File: config.mk
export PLATFORM = sky130hd
export DESIGN_NAME = eic_ext_irq
export DESIGN_NICKNAME = d
export VERILOG_FILES = /design/src/pkg/eic_pkg.sv /design/src/design/eic_ext_irq.sv
export SDC_FILE = /design/constraint.sdc
export NUM_CORES = 1
export LEC_CHECK = 0
export BUFFER_PORTS_ARGS = -buffer_cell sky130_fd_sc_hd__buf_2
export CAP_MARGIN = 40
export CORE_ASPECT_RATIO = 0.5
export CORE_MARGIN = 2
export CORE_UTILIZATION = 49
export CTS_BUF_LIST = sky130_fd_sc_hd__clkbuf_8
export CTS_CLUSTER_SIZE = 14
export DETAILED_ROUTE_END_ITERATION = 10
export PLACE_DENSITY = 0.78
export SLEW_MARGIN = 20
export SYNTH_ARGS = -nofsm -noshare
export SYNTH_HDL_FRONTEND = slang
export SYNTH_SLANG_ARGS = --single-unit
export TNS_END_PERCENT = 5
File: constraint.sdc
create_clock -name clk_sys -period 1.9 [get_ports clk_sys]
set_input_delay 0 -clock clk_sys [delete_from_list [all_inputs] [get_ports clk_sys]]
set_output_delay 0 -clock clk_sys [all_outputs]
set_load 0.1 [all_outputs]
File: src/pkg/eic_pkg.sv
package eic_pkg;
    // special function register address and reset value of the configuration byte
    localparam logic [7:0] EIC_CFG_ADDR = 8'he4;
    localparam logic [7:0] EIC_CFG_RESET = 8'h01;
    // field positions inside the configuration byte
    localparam int EIC_B_POL_BIT = 7;
    localparam int EIC_B_SEL_LSB = 4;
    localparam int EIC_A_POL_BIT = 3;
    localparam int EIC_A_SEL_LSB = 0;
    localparam int EIC_SEL_W = 3;
    // pending flag positions inside the timer control register
    localparam int EIC_A_PEND_BIT = 1;
    localparam int EIC_B_PEND_BIT = 3;
    // sensitivity encodings of the timer control edge select bits
    localparam logic EIC_EDGE = 1'b1;
    localparam logic EIC_LEVEL = 1'b0;
    // polarity encodings
    localparam logic EIC_ACT_HIGH = 1'b1;
    localparam logic EIC_ACT_LOW = 1'b0;
    localparam logic [7:0] EIC_ZERO_BYTE = 8'h00;

    // configuration byte, packed to match its bit layout
    typedef struct packed {
        logic irq_b_polarity;
        logic [2:0] irq_b_pin_select;
        logic irq_a_polarity;
        logic [2:0] irq_a_pin_select;
    } eic_cfg_t;

    // one bit per external request input
    typedef struct packed {
        logic b;
        logic a;
    } eic_pair_t;
endpackage : eic_pkg

File: src/design/eic_ext_irq.sv
`timescale 1ns/1ps
// Notes on behaviour
// - polarity bit per input, 0 active low, 1 active high; b bit 7, a bit 3.
// - timer control edge select bit: 1 edge sensitive, 0 level sensitive.
// - input b pin select field chooses port 0 pin by its code, 000 to 111.
// - input a pin select in bits 2..0 chooses port 0 pin index.
// - pin monitoring is a passive tap, independent of the crossbar routing.
// - a pin whose skip bit is 1 gets no peripheral routed by the crossbar.
// - pending flags appear in timer control at bit 1 (a) and bit 3 (b).
// - edge mode pending flag clears when the processor vectors to its handler.
// - level mode pending flag follows the input's active level.
module eic_ext_irq
    import eic_pkg::*;
#(
    parameter int PINS = 8
) (
    input wire logic clk_sys,
    input wire logic reset_n,
    input wire logic [7:0] sfr_addr,
    input wire logic sfr_wr,
    input wire logic sfr_rd,
    input wire logic [7:0] sfr_wdata,
    output logic [7:0] sfr_rdata,
    input wire logic [PINS-1:0] port0_pin,
    input wire eic_pair_t irq_edge_select,
    input wire eic_pair_t irq_vector_ack,
    output eic_pair_t irq_pending,
    output logic [7:0] timer_control_pend_bits,
    input wire logic [PINS-1:0] port0_skip_reg,
    input wire logic [PINS-1:0] crossbar_route_req,
    output logic [PINS-1:0] crossbar_route_grant
);

    eic_cfg_t cfg_q, cfg_d;
    logic [7:0] rdata_q, rdata_d;
    logic [PINS-1:0] sync1_q, sync2_q, sync3_q, stable_q;
    logic [PINS-1:0] sync1_d, sync2_d, sync3_d, stable_d;
    eic_pair_t prev_act_q, prev_act_d, pend_q, pend_d;
    eic_pair_t act, rise;

    // selected pin level turned into an active flag by the polarity bit
    // the select is three bits wide, so only the low eight pins of a wider port are reachable
    function automatic logic active_of(input logic [PINS-1:0] pins,
                                       input logic [EIC_SEL_W-1:0] sel,
                                       input logic pol);
        active_of = (pins[sel] == pol);
    endfunction : active_of

    // configuration register and read data next values
    // a read in the cycle of a write returns the old byte, since rdata samples cfg_q
    always_comb begin
        cfg_d = cfg_q;
        rdata_d = EIC_ZERO_BYTE;
        if (sfr_wr && sfr_addr == EIC_CFG_ADDR) begin
            cfg_d = eic_cfg_t'(sfr_wdata);
        end
        if (sfr_rd && sfr_addr == EIC_CFG_ADDR) begin
            rdata_d = cfg_q; // other addresses read as zero from this block
        end
    end

    always_ff @(posedge clk_sys) begin
        if (!reset_n) begin
            cfg_q <= eic_cfg_t'(EIC_CFG_RESET);
            rdata_q <= EIC_ZERO_BYTE;
        end else begin
            cfg_q <= cfg_d;
            rdata_q <= rdata_d;
        end
    end

    assign sfr_rdata = rdata_q;

    // three-stage synchroniser; a change is accepted once stages two and three agree
    always_comb begin
        sync1_d = port0_pin; // passive tap, pin drivers untouched
        sync2_d = sync1_q;
        sync3_d = sync2_q;
        stable_d = stable_q;
        for (int i = 0; i < PINS; i++) begin
            if (sync2_q[i] == sync3_q[i]) begin
                stable_d[i] = sync3_q[i];
            end
        end
    end

    always_ff @(posedge clk_sys) begin
        if (!reset_n) begin
            // port pins idle high on their pull-ups; resetting to zero would make an
            // active-low input look asserted and fake an edge just after reset
            sync1_q <= '1;
            sync2_q <= '1;
            sync3_q <= '1;
            stable_q <= '1;
        end else begin
            sync1_q <= sync1_d;
            sync2_q <= sync2_d;
            sync3_q <= sync3_d;
            stable_q <= stable_d;
        end
    end

    // pin selection, polarity and transition detection
    always_comb begin
        act.a = active_of(stable_q, cfg_q.irq_a_pin_select, cfg_q.irq_a_polarity);
        act.b = active_of(stable_q, cfg_q.irq_b_pin_select, cfg_q.irq_b_polarity);
        rise.a = act.a && !prev_act_q.a;
        rise.b = act.b && !prev_act_q.b;
    end

    // pending flags; in edge mode a new edge beats a vector acknowledge in the same cycle
    // level mode relies on the source holding the request until it is taken
    // edges come from the filtered level, so a pin glitch of one cycle is ignored
    always_comb begin
        prev_act_d = act;
        pend_d.a = (irq_edge_select.a == EIC_EDGE) ?
                   (rise.a || (pend_q.a && !irq_vector_ack.a)) : act.a;
        pend_d.b = (irq_edge_select.b == EIC_EDGE) ?
                   (rise.b || (pend_q.b && !irq_vector_ack.b)) : act.b;
    end

    always_ff @(posedge clk_sys) begin
        if (!reset_n) begin
            prev_act_q <= '0;
            pend_q <= '0;
        end else begin
            prev_act_q <= prev_act_d;
            pend_q <= pend_d;
        end
    end

    assign irq_pending = pend_q;

    // flags placed at their timer control positions for merging by the core
    always_comb begin
        timer_control_pend_bits = EIC_ZERO_BYTE;
        timer_control_pend_bits[EIC_A_PEND_BIT] = pend_q.a;
        timer_control_pend_bits[EIC_B_PEND_BIT] = pend_q.b;
    end

    // skipped pins are never handed to a peripheral, leaving them to the interrupt tap
    assign crossbar_route_grant = crossbar_route_req & ~port0_skip_reg;
endmodule : eic_ext_irq

# Yosys cells after proc, flatten, opt, wreduce, memory -nomap -nowiden
# Cells that the tools add are included.
# word_totals
word_cells,54
inputBits,48
out_inout_bits,26
register_bits,52
# op_classes
bitwise_logic,2
eq_ne,11
n_reduce_logical,13
n_mux,6
magnitude_cmp,2
# ops
op,count
1-bit == test,10
8-bit bitwise AND,1
8-bit == test (second input constant),1
3-bit by 4-bit < comparator with 1-bit output (second input constant),2
8-bit inverter,1
1-bit binary-select mux with 3-bit select,2
1-bit logical AND,6
1-bit logical NOT,4
1-bit two-way mux,4
1-bit logical OR,2
2-bit AND reduction,1

# Longest topological paths before layout
# Gate-level depths: netlist (run 1).
# depth
ltp_word,6
mapped_depth,4

# Worst setup path before layout (run 1)
# No wires, ideal clock.
# synth_timing
path_kind,register to register
start,register pend_q (netlist bit irq_pending[0])
end,register pend_q (netlist bit irq_pending[0])
setup_time_ns,0.078
path_slack_ns,0.300
t_arrival_ns,1.522
path_stages_with_launch,4
cell_sequence,dfxtp_1 -> nand3b_1 -> and3_2 -> nor3_1
# synth_via
elab_chain_len,3
# synth_lines
item,line,rtl
"start, declared",eic_ext_irq.sv:38,"eic_pair_t prev_act_q, prev_act_d, pend_q, pend_d;"
"start signal, assigned",eic_ext_irq.sv:128,pend_q <= pend_d;
1-bit logical AND,eic_ext_irq.sv:117,(rise.a || (pend_q.a && !irq_vector_ack.a)) : act.a;
1-bit logical OR,eic_ext_irq.sv:117,
1-bit two-way mux,eic_ext_irq.sv:116,pend_d.a = (irq_edge_select.a == EIC_EDGE) ?
# No other way between the ends.
# A chain may end at the register's enable or synchronous reset.

# Worst setup path after layout (run 1)
# layout_timing
start,register cfg_q[0] (netlist bit)
end,register pend_q (netlist bit irq_pending[0])
# layout_via
elab_chain_len,6
# layout_lines
item,line,rtl
"start, declared",eic_ext_irq.sv:34,"eic_cfg_t cfg_q, cfg_d;"
"start signal, assigned",eic_ext_irq.sv:64,cfg_q <= eic_cfg_t'(EIC_CFG_RESET);
"start signal, assigned",eic_ext_irq.sv:67,cfg_q <= cfg_d;
1-bit binary-select mux with 3-bit select (*),eic_ext_irq.sv:46,active_of = (pins[sel] == pol);
1-bit two-way mux (not written as such) (*),eic_ext_irq.sv:46,
1-bit == test (*),eic_ext_irq.sv:46,
1-bit logical AND,eic_ext_irq.sv:107,rise.a = act.a && !prev_act_q.a;
1-bit logical OR,eic_ext_irq.sv:117,
1-bit two-way mux (*),eic_ext_irq.sv:116,
# Every way passes the cells marked *; elsewhere a longest branch is shown, timed or not. The select of a mux whose other input is x is not followed.

==> impl_metrics.toml, run 1 <==
[routing]
routed_via_density = 4.76
drtIter0Drc = 25
route.vias.total = 1467
routed_wl_um = 3490
wl_per_cell_um = 11.3
drc = 0
dr.pass1.iters = 4
ant_nets = 0

[floorplan]
start_util_pct = 52.9
core-area_um2 = 3550
die_h_um = 47.8
dieWidth_um = 91.6
ios = 74
rows = 15
dieArea_um2 = 4370

[logic_synthesis]
ys_ff_latch = 52
synth_top_area_share_pct = 55.4
synth_seq_area_share_pct = 55.4
synth.distinct_cells = 24
yosys_warnings = 0
synthTopCellsByArea = "dfxtp_1 (55%), nand2b_1 (8.0%), mux4_1 (5.6%), nor2b_1 (5.0%), mux2i_1 (4.3%)"
synth.cell_area_um2 = 1880
ys_async_sr_fraction_pct = 0
yosysTopAreaCell = "dfxtp_1"
syn_area_per_cell_um2 = 11.0
synth_cells = 171
synth_edf_count = 0
yosys_most_used_dff = "dfxtp_1"

[setup_path]
cp-start-kind = "register"
end_kind = "register"
crit_required_ns = 2.09
r2r_cells = 4
cp.arrival_ns = 1.76
path_class = "reg -> reg"
critPathLaunch = "cfg_q[0]"
path_max_fanout = 4
rr_startpoint = "cfg_q[0]"

[global_route]
grt_antenna_before_repair = 0
grt_usage_pct = 17.4
grt_pass1_vias = 1390
grt_max_degree = 25
grt_pass1_wl_um = 5740
grt.overflow.total = 0

[finish]
final_area_um2 = 2510
finalNonFillerCells = 308
diodes = 0
area.growth.synth_to_final_pct = 33.6
most-common-layout-cells = "buf_2 (67), dfxtp_1 (52), nand2b_1 (24), dlygate4sd3_1 (17), nor2b_1 (15)"
layout-drive-gt1-share_pct = 31.9
final_common_cell = "buf_2"
fin_nets = 304

[worst_hold_path]
hp-class = "in -> reg"
min_from = "irq_edge_select[0]"
holdPathStages = 4

[pwr]
p_leak_nw = 1.13
p_per_area_nw_per_um2 = 837
vdd_drop_max_uv = 426

[job]
cap_violations = 0

[clock_tree]
cts_resized = 0
path_clk_slew_ns = 0.09
cts_max_level = 2
cts_buffers = 5
clk_path_buf_depth = 2
cts_tree = "built"
cts_root_buf = "clkbuf_8"
insertion_delay_ns = 0.30
clock-sinks = 52

[sta]
drv_slew = 0
worst_pin_slew_ns = 0.528
fin_ws_ns = 0.334
finalHoldViolations = 0
rsz0062_at_grt = "no"
period_share_pct = 82.4
timing.setup.tns_ns = 0
fin_crit_ns = 1.57
slew_headroom_pct = 64.7
holdWs_ns = 0.0186
setup_viol = 0
skew_ns = 0.00639
fmax_mhz = 639

[placed_design]
port_buffers = 67
numPlacedInstances = 283
dp_hpwl_um = 2470
gp_congestion = 0.777
post-place-ws_ns = 0.338
placed_area_um2 = 2230

[status]
status = "finished clean"
==> metrics by stage <==
| stage | total power [W] | util (%) |
|---|---|---|
| floorplan | 0.00131 | - |
| global placement | 0.00136 | 62.8 |
| detailed placement | 0.00136 | 62.8 |
| CTS | 0.00212 | 70.8 |
| global route | 0.00219 | 70.8 |
| finish | 0.00210 | 70.8 |
==> flip-flops by register name, indices dropped and copies added (netlist names) <==
name,cells
cfg_q,8
irq_pending,2
sync2_q,8
sync3_q,8
prev_act_q,2
stable_q,8
sync1_q,8
sfr_rdata,8
==> worst max-delay path: stages (launching register included) <==
cell and delay, ns:
dfxtp_1 0.40, mux4_1 0.59, mux2i_2 0.22, and3_2 0.21
nor3_1 0.05
==> path summary, 6_finish.rpt <==
path / to / slack [ns]
worst min register to register: sync2_q[3] / 0.41
worst max-delay path: irq_pending[0] / 0.33
worst max register to register: irq_pending[0] / 0.33
worst min-delay path: irq_pending[0] / 0.02
==> what timing repair did <==
action / CTS / global route
hold buffers: 17 / 0
hold endpoints to repair: 17 / 0
setup buffers: 0 / 0
==> cell type report <==
cell class,count,area (um2)
clock buffers,5,68.8
clock inverters,3,42.5
repair buffers,85,513
well taps,51,63.8
fillers,260,1040
flip-flops and latches,52,1040
multi-input cells,112,781
==> synth_stat cells (2+ instances only) <==
library cell,instances
a21oi_1,8
and2_1,8
and2_2,2
and3_2,2
buf_4,8
clkbuf_1,4
dfxtp_1,52
mux2i_1,8
mux2i_2,2
mux4_1,4
nand2_1,3
nand2b_1,24
nand3_1,3
nand3b_1,2
nor2_1,8
nor2b_1,15
nor3_1,2
nor3b_1,2
o21ai_0,8
xor2_1,2
==> power by group <==
group / switching, W / internal (W) / total (W)
Sequential: 0.00000878 / 0.00111 / 0.00112
Combinational: 0.000159 / 0.0000847 / 0.000244
Clock: 0.000349 / 0.000390 / 0.000738
==> kinds of logic after synthesis <==
logic type,Yosys count,synth area share [%]
xor+xnor,2,0.933
other cells,1,0.200
buf+inv,12,4.00
compound gates,16,4.26
flops,52,55.4
simple gates,74,23.8
mux,14,11.3
==> metal layers <==
metal | GRT usage (%) | vias to the layer above | wire [um] | share of wire, %
li1 | - | 730 | - | -
met1 | 19.1 | 658 | 1520 | 44
met2 | 33.2 | 73 | 1660 | 47
met3 | 5.35 | 6 | 272 | 7.8
met4 | 7.58 | 0 | 42 | 1.2
met5 | 0 | - | 0 | 0
Power figures use the tool's default switching activity.
==> run 2: changes to the inputs <==
--- a/config.mk
+++ b/config.mk
@@ -5,15 +5,16 @@
 export SDC_FILE = /design/constraint.sdc
 export NUM_CORES = 1
 export LEC_CHECK = 0
+export ABC_AREA = 1
 export BUFFER_PORTS_ARGS = -buffer_cell sky130_fd_sc_hd__buf_2
 export CAP_MARGIN = 40
 export CORE_ASPECT_RATIO = 0.5
 export CORE_MARGIN = 2
-export CORE_UTILIZATION = 49
+export CORE_UTILIZATION = 45
 export CTS_BUF_LIST = sky130_fd_sc_hd__clkbuf_8
 export CTS_CLUSTER_SIZE = 14
 export DETAILED_ROUTE_END_ITERATION = 10
-export PLACE_DENSITY = 0.78
+export PLACE_DENSITY = 0.75
 export SLEW_MARGIN = 20
 export SYNTH_ARGS = -nofsm -noshare
 export SYNTH_HDL_FRONTEND = slang
==> constraint.sdc (replaced) <==
create_clock -name clk_sys -period 1.3 [get_ports clk_sys]
set_input_delay 0 -clock clk_sys [delete_from_list [all_inputs] [get_ports clk_sys]]
set_output_delay 0 -clock clk_sys [all_outputs]
set_load 0.1 [all_outputs]
==> impl_metrics.toml, run 2 <==
[status]
status = "finished clean"

[pwr]
p_leak_nw = 1.55
clkPwrFrac_pct = 31.3
comb_power_share_pct = 13.3
power.internal_w = 0.00215
vdd_drop_max_uv = 531
pwr-share-seq_pct = 55.4
switching_share_pct = 27.4
power.total_w = 0.00296
p_sw_w = 0.000810
p_per_area_nw_per_um2 = 1100

[sta]
fmax_mhz = 868
timing.setup.tns_ns = 0
period_share_pct = 88.6
rsz0062_at_grt = "no"
holdWs_ns = 0.0419
drv_slew = 0
skew_ns = 0.00765
fin_crit_ns = 1.15
setup_viol = 0
finalHoldViolations = 0

[placed_design]
placed_area_um2 = 2320
gp_congestion = 0.934
port_buffers = 67
dp_hpwl_um = 2820

[floorplan]
core-area_um2 = 4060
start_util_pct = 48.8
ios = 74
rows = 16
dieArea_um2 = 4980
die_h_um = 50.9
dieWidth_um = 97.9

[finish]
diodes = 0
final_area_um2 = 2680
fin_nets = 406
most-common-layout-cells = "nand2_1 (74), buf_2 (67), inv_1 (51), dfxtp_1 (49), nor2_1 (30)"
final_common_cell = "nand2_1"
post-route-util_pct = 65.8
area.growth.synth_to_final_pct = 35.0
layout-drive-gt1-share_pct = 23.4

[logic_synthesis]
synthTopCellsByArea = "dfxtp_1 (53%), nand2_1 (14%), inv_1 (9.7%), nand3_1 (6.6%), nor2_1 (5.7%)"
yosysTopAreaCell = "dfxtp_1"
ys_ff_latch = 52
synth.distinct_cells = 18
ys_async_sr_fraction_pct = 0
synth_top_area_share_pct = 52.5
synth.most_common_cell = "nand2_1"
synth_common_cells = "nand2_1 (74), dfxtp_1 (52), inv_1 (51)"
syn_area_per_cell_um2 = 7.48
synth_cells = 265
synth_seq_area_share_pct = 52.5
synth_edf_count = 0
yosys_most_used_dff = "dfxtp_1"
yosys_warnings = 0
synth.cell_area_um2 = 1980

[clock_tree]
cts_tree = "built"
cts_root_buf = "clkbuf_8"
path_clk_slew_ns = 0.09
clk_path_buf_depth = 2
clock-sinks = 52
postCtsSetupRepairBufs = 0
cts_max_level = 2
cts_buffers = 5
insertion_delay_ns = 0.30

[setup_path]
cpPeakStageDelay_ns = 0.55
end_kind = "register"
path_max_fanout = 1
crit_buf_inv = 3
path_class = "in -> reg"
cp_cell_sequence = "dlygate4sd3_1 > buf_2 > nand3_1 > dlygate4sd3_1 > nand3_1"
cp.arrival_ns = 1.34
cpMaxStageDelayCell = "dlygate4sd3_1"
crit_required_ns = 1.49
cp-start-kind = "primary input"
cpLargestDelayFamily = "buffers and inverters"

[routing]
ant_nets = 0
route.vias.total = 1808
routed_via_density = 4.38
dr.pass1.iters = 4
wl_per_cell_um = 9.63
routed_wl_um = 3980
drtIter0Drc = 67
drc = 0

[job]
cap_violations = 0

[global_route]
grt_pass1_vias = 1666
grt.overflow.total = 0
grt_antenna_before_repair = 0
grt_pass1_wl_um = 6730
grt_usage_pct = 16.6
grt_max_degree = 20

[worst_hold_path]
hp-class = "in -> reg"
==> run 2: cell types whose count changed in the layout (fill, tap and decap cells not counted), sizes merged, moves of 4 or more <==
cell / before / now
nand2: 3 / 74
a21oi: 8 / 0
nor2b: 15 / 0
mux2i: 10 / 0
nor2: 8 / 30
nand3: 3 / 28
mux4: 4 / 0
inv: 0 / 53
nand2b: 24 / 0
and2: 10 / 1
dlygate4sd3: 17 / 26
==> run 2: logic make-up (layout without fill, tap and decap cells) <==
family | Yosys count | count (layout) | synth area share, %
other cells | 1 | 6 | 0.189
buf+inv | 65 | 154 | 14.8
flops | 52 | 52 | 52.5
compound gates | 10 | 10 | 2.78
simple gates | 137 | 137 | 29.7
==> run 2: cell type report <==
type                            instances  area [um2]
Clock buffer                            5        68.8
Clock inverter                          3        25.0
Fill cell                             354        1390
Inverter                               51         191
Multi-Input combinational cell        153         667
Sequential cell                        52        1040
Tap cell                               54        67.6
Timing Repair Buffer                   95         611
==> run 2: worst paths after layout <==
kind              cells past startpoint  slack [ns]             end          from
hold reg to reg                       2        0.41      sync2_q[7]    sync1_q[7]
hold / removal                        3        0.04        cfg_q[3]       reset_n
setup reg to reg                      9        0.16  irq_pending[1]      cfg_q[4]
setup / recovery                      5        0.15        cfg_q[0]  sfr_wdata[0]
==> run 2: stage by stage <==
step / std cells / worst slack, ns
floorplan: 270 / -0.0737
global placement: 379 / 0.220
detailed placement: 379 / 0.159
CTS: 413 / 0.140
global route: 413 / 0.0515
finish: 413 / 0.148
==> run 2: what timing repair did <==
action                                  in CTS  in global routing
hold buffers                                26                  0
resized for setup                            0                  2
endpoints found under the setup margin       0                  2
hold endpoints to repair                    19                  0
==> run 2: power groups by stage <==
stage	sequential [W]	combinational [W]	clock, W
3_3_place_gp	0.00167	0.000333	0
6_report	0.00164	0.000393	0.000927
2_1_floorplan	0.00167	0.000257	0
3_5_place_dp	0.00167	0.000339	0
4_1_cts	0.00164	0.000391	0.000962
5_1_grt	0.00164	0.000423	0.00102
==> run 2: per-layer routing <==
layer	vias up	global-route usage (%)	part of all wire, %
met1	774	18.1	44
met2	65	30.3	46
li1	960	-	-
met5	-	0	0
met4	0	6.48	1.9
met3	9	6.02	7.9
==> run 2: tightest hold or removal path: stages <==
cell,delay (ns)
buf_2,0.18
nand2_1,0.09
nor2_1,0.03
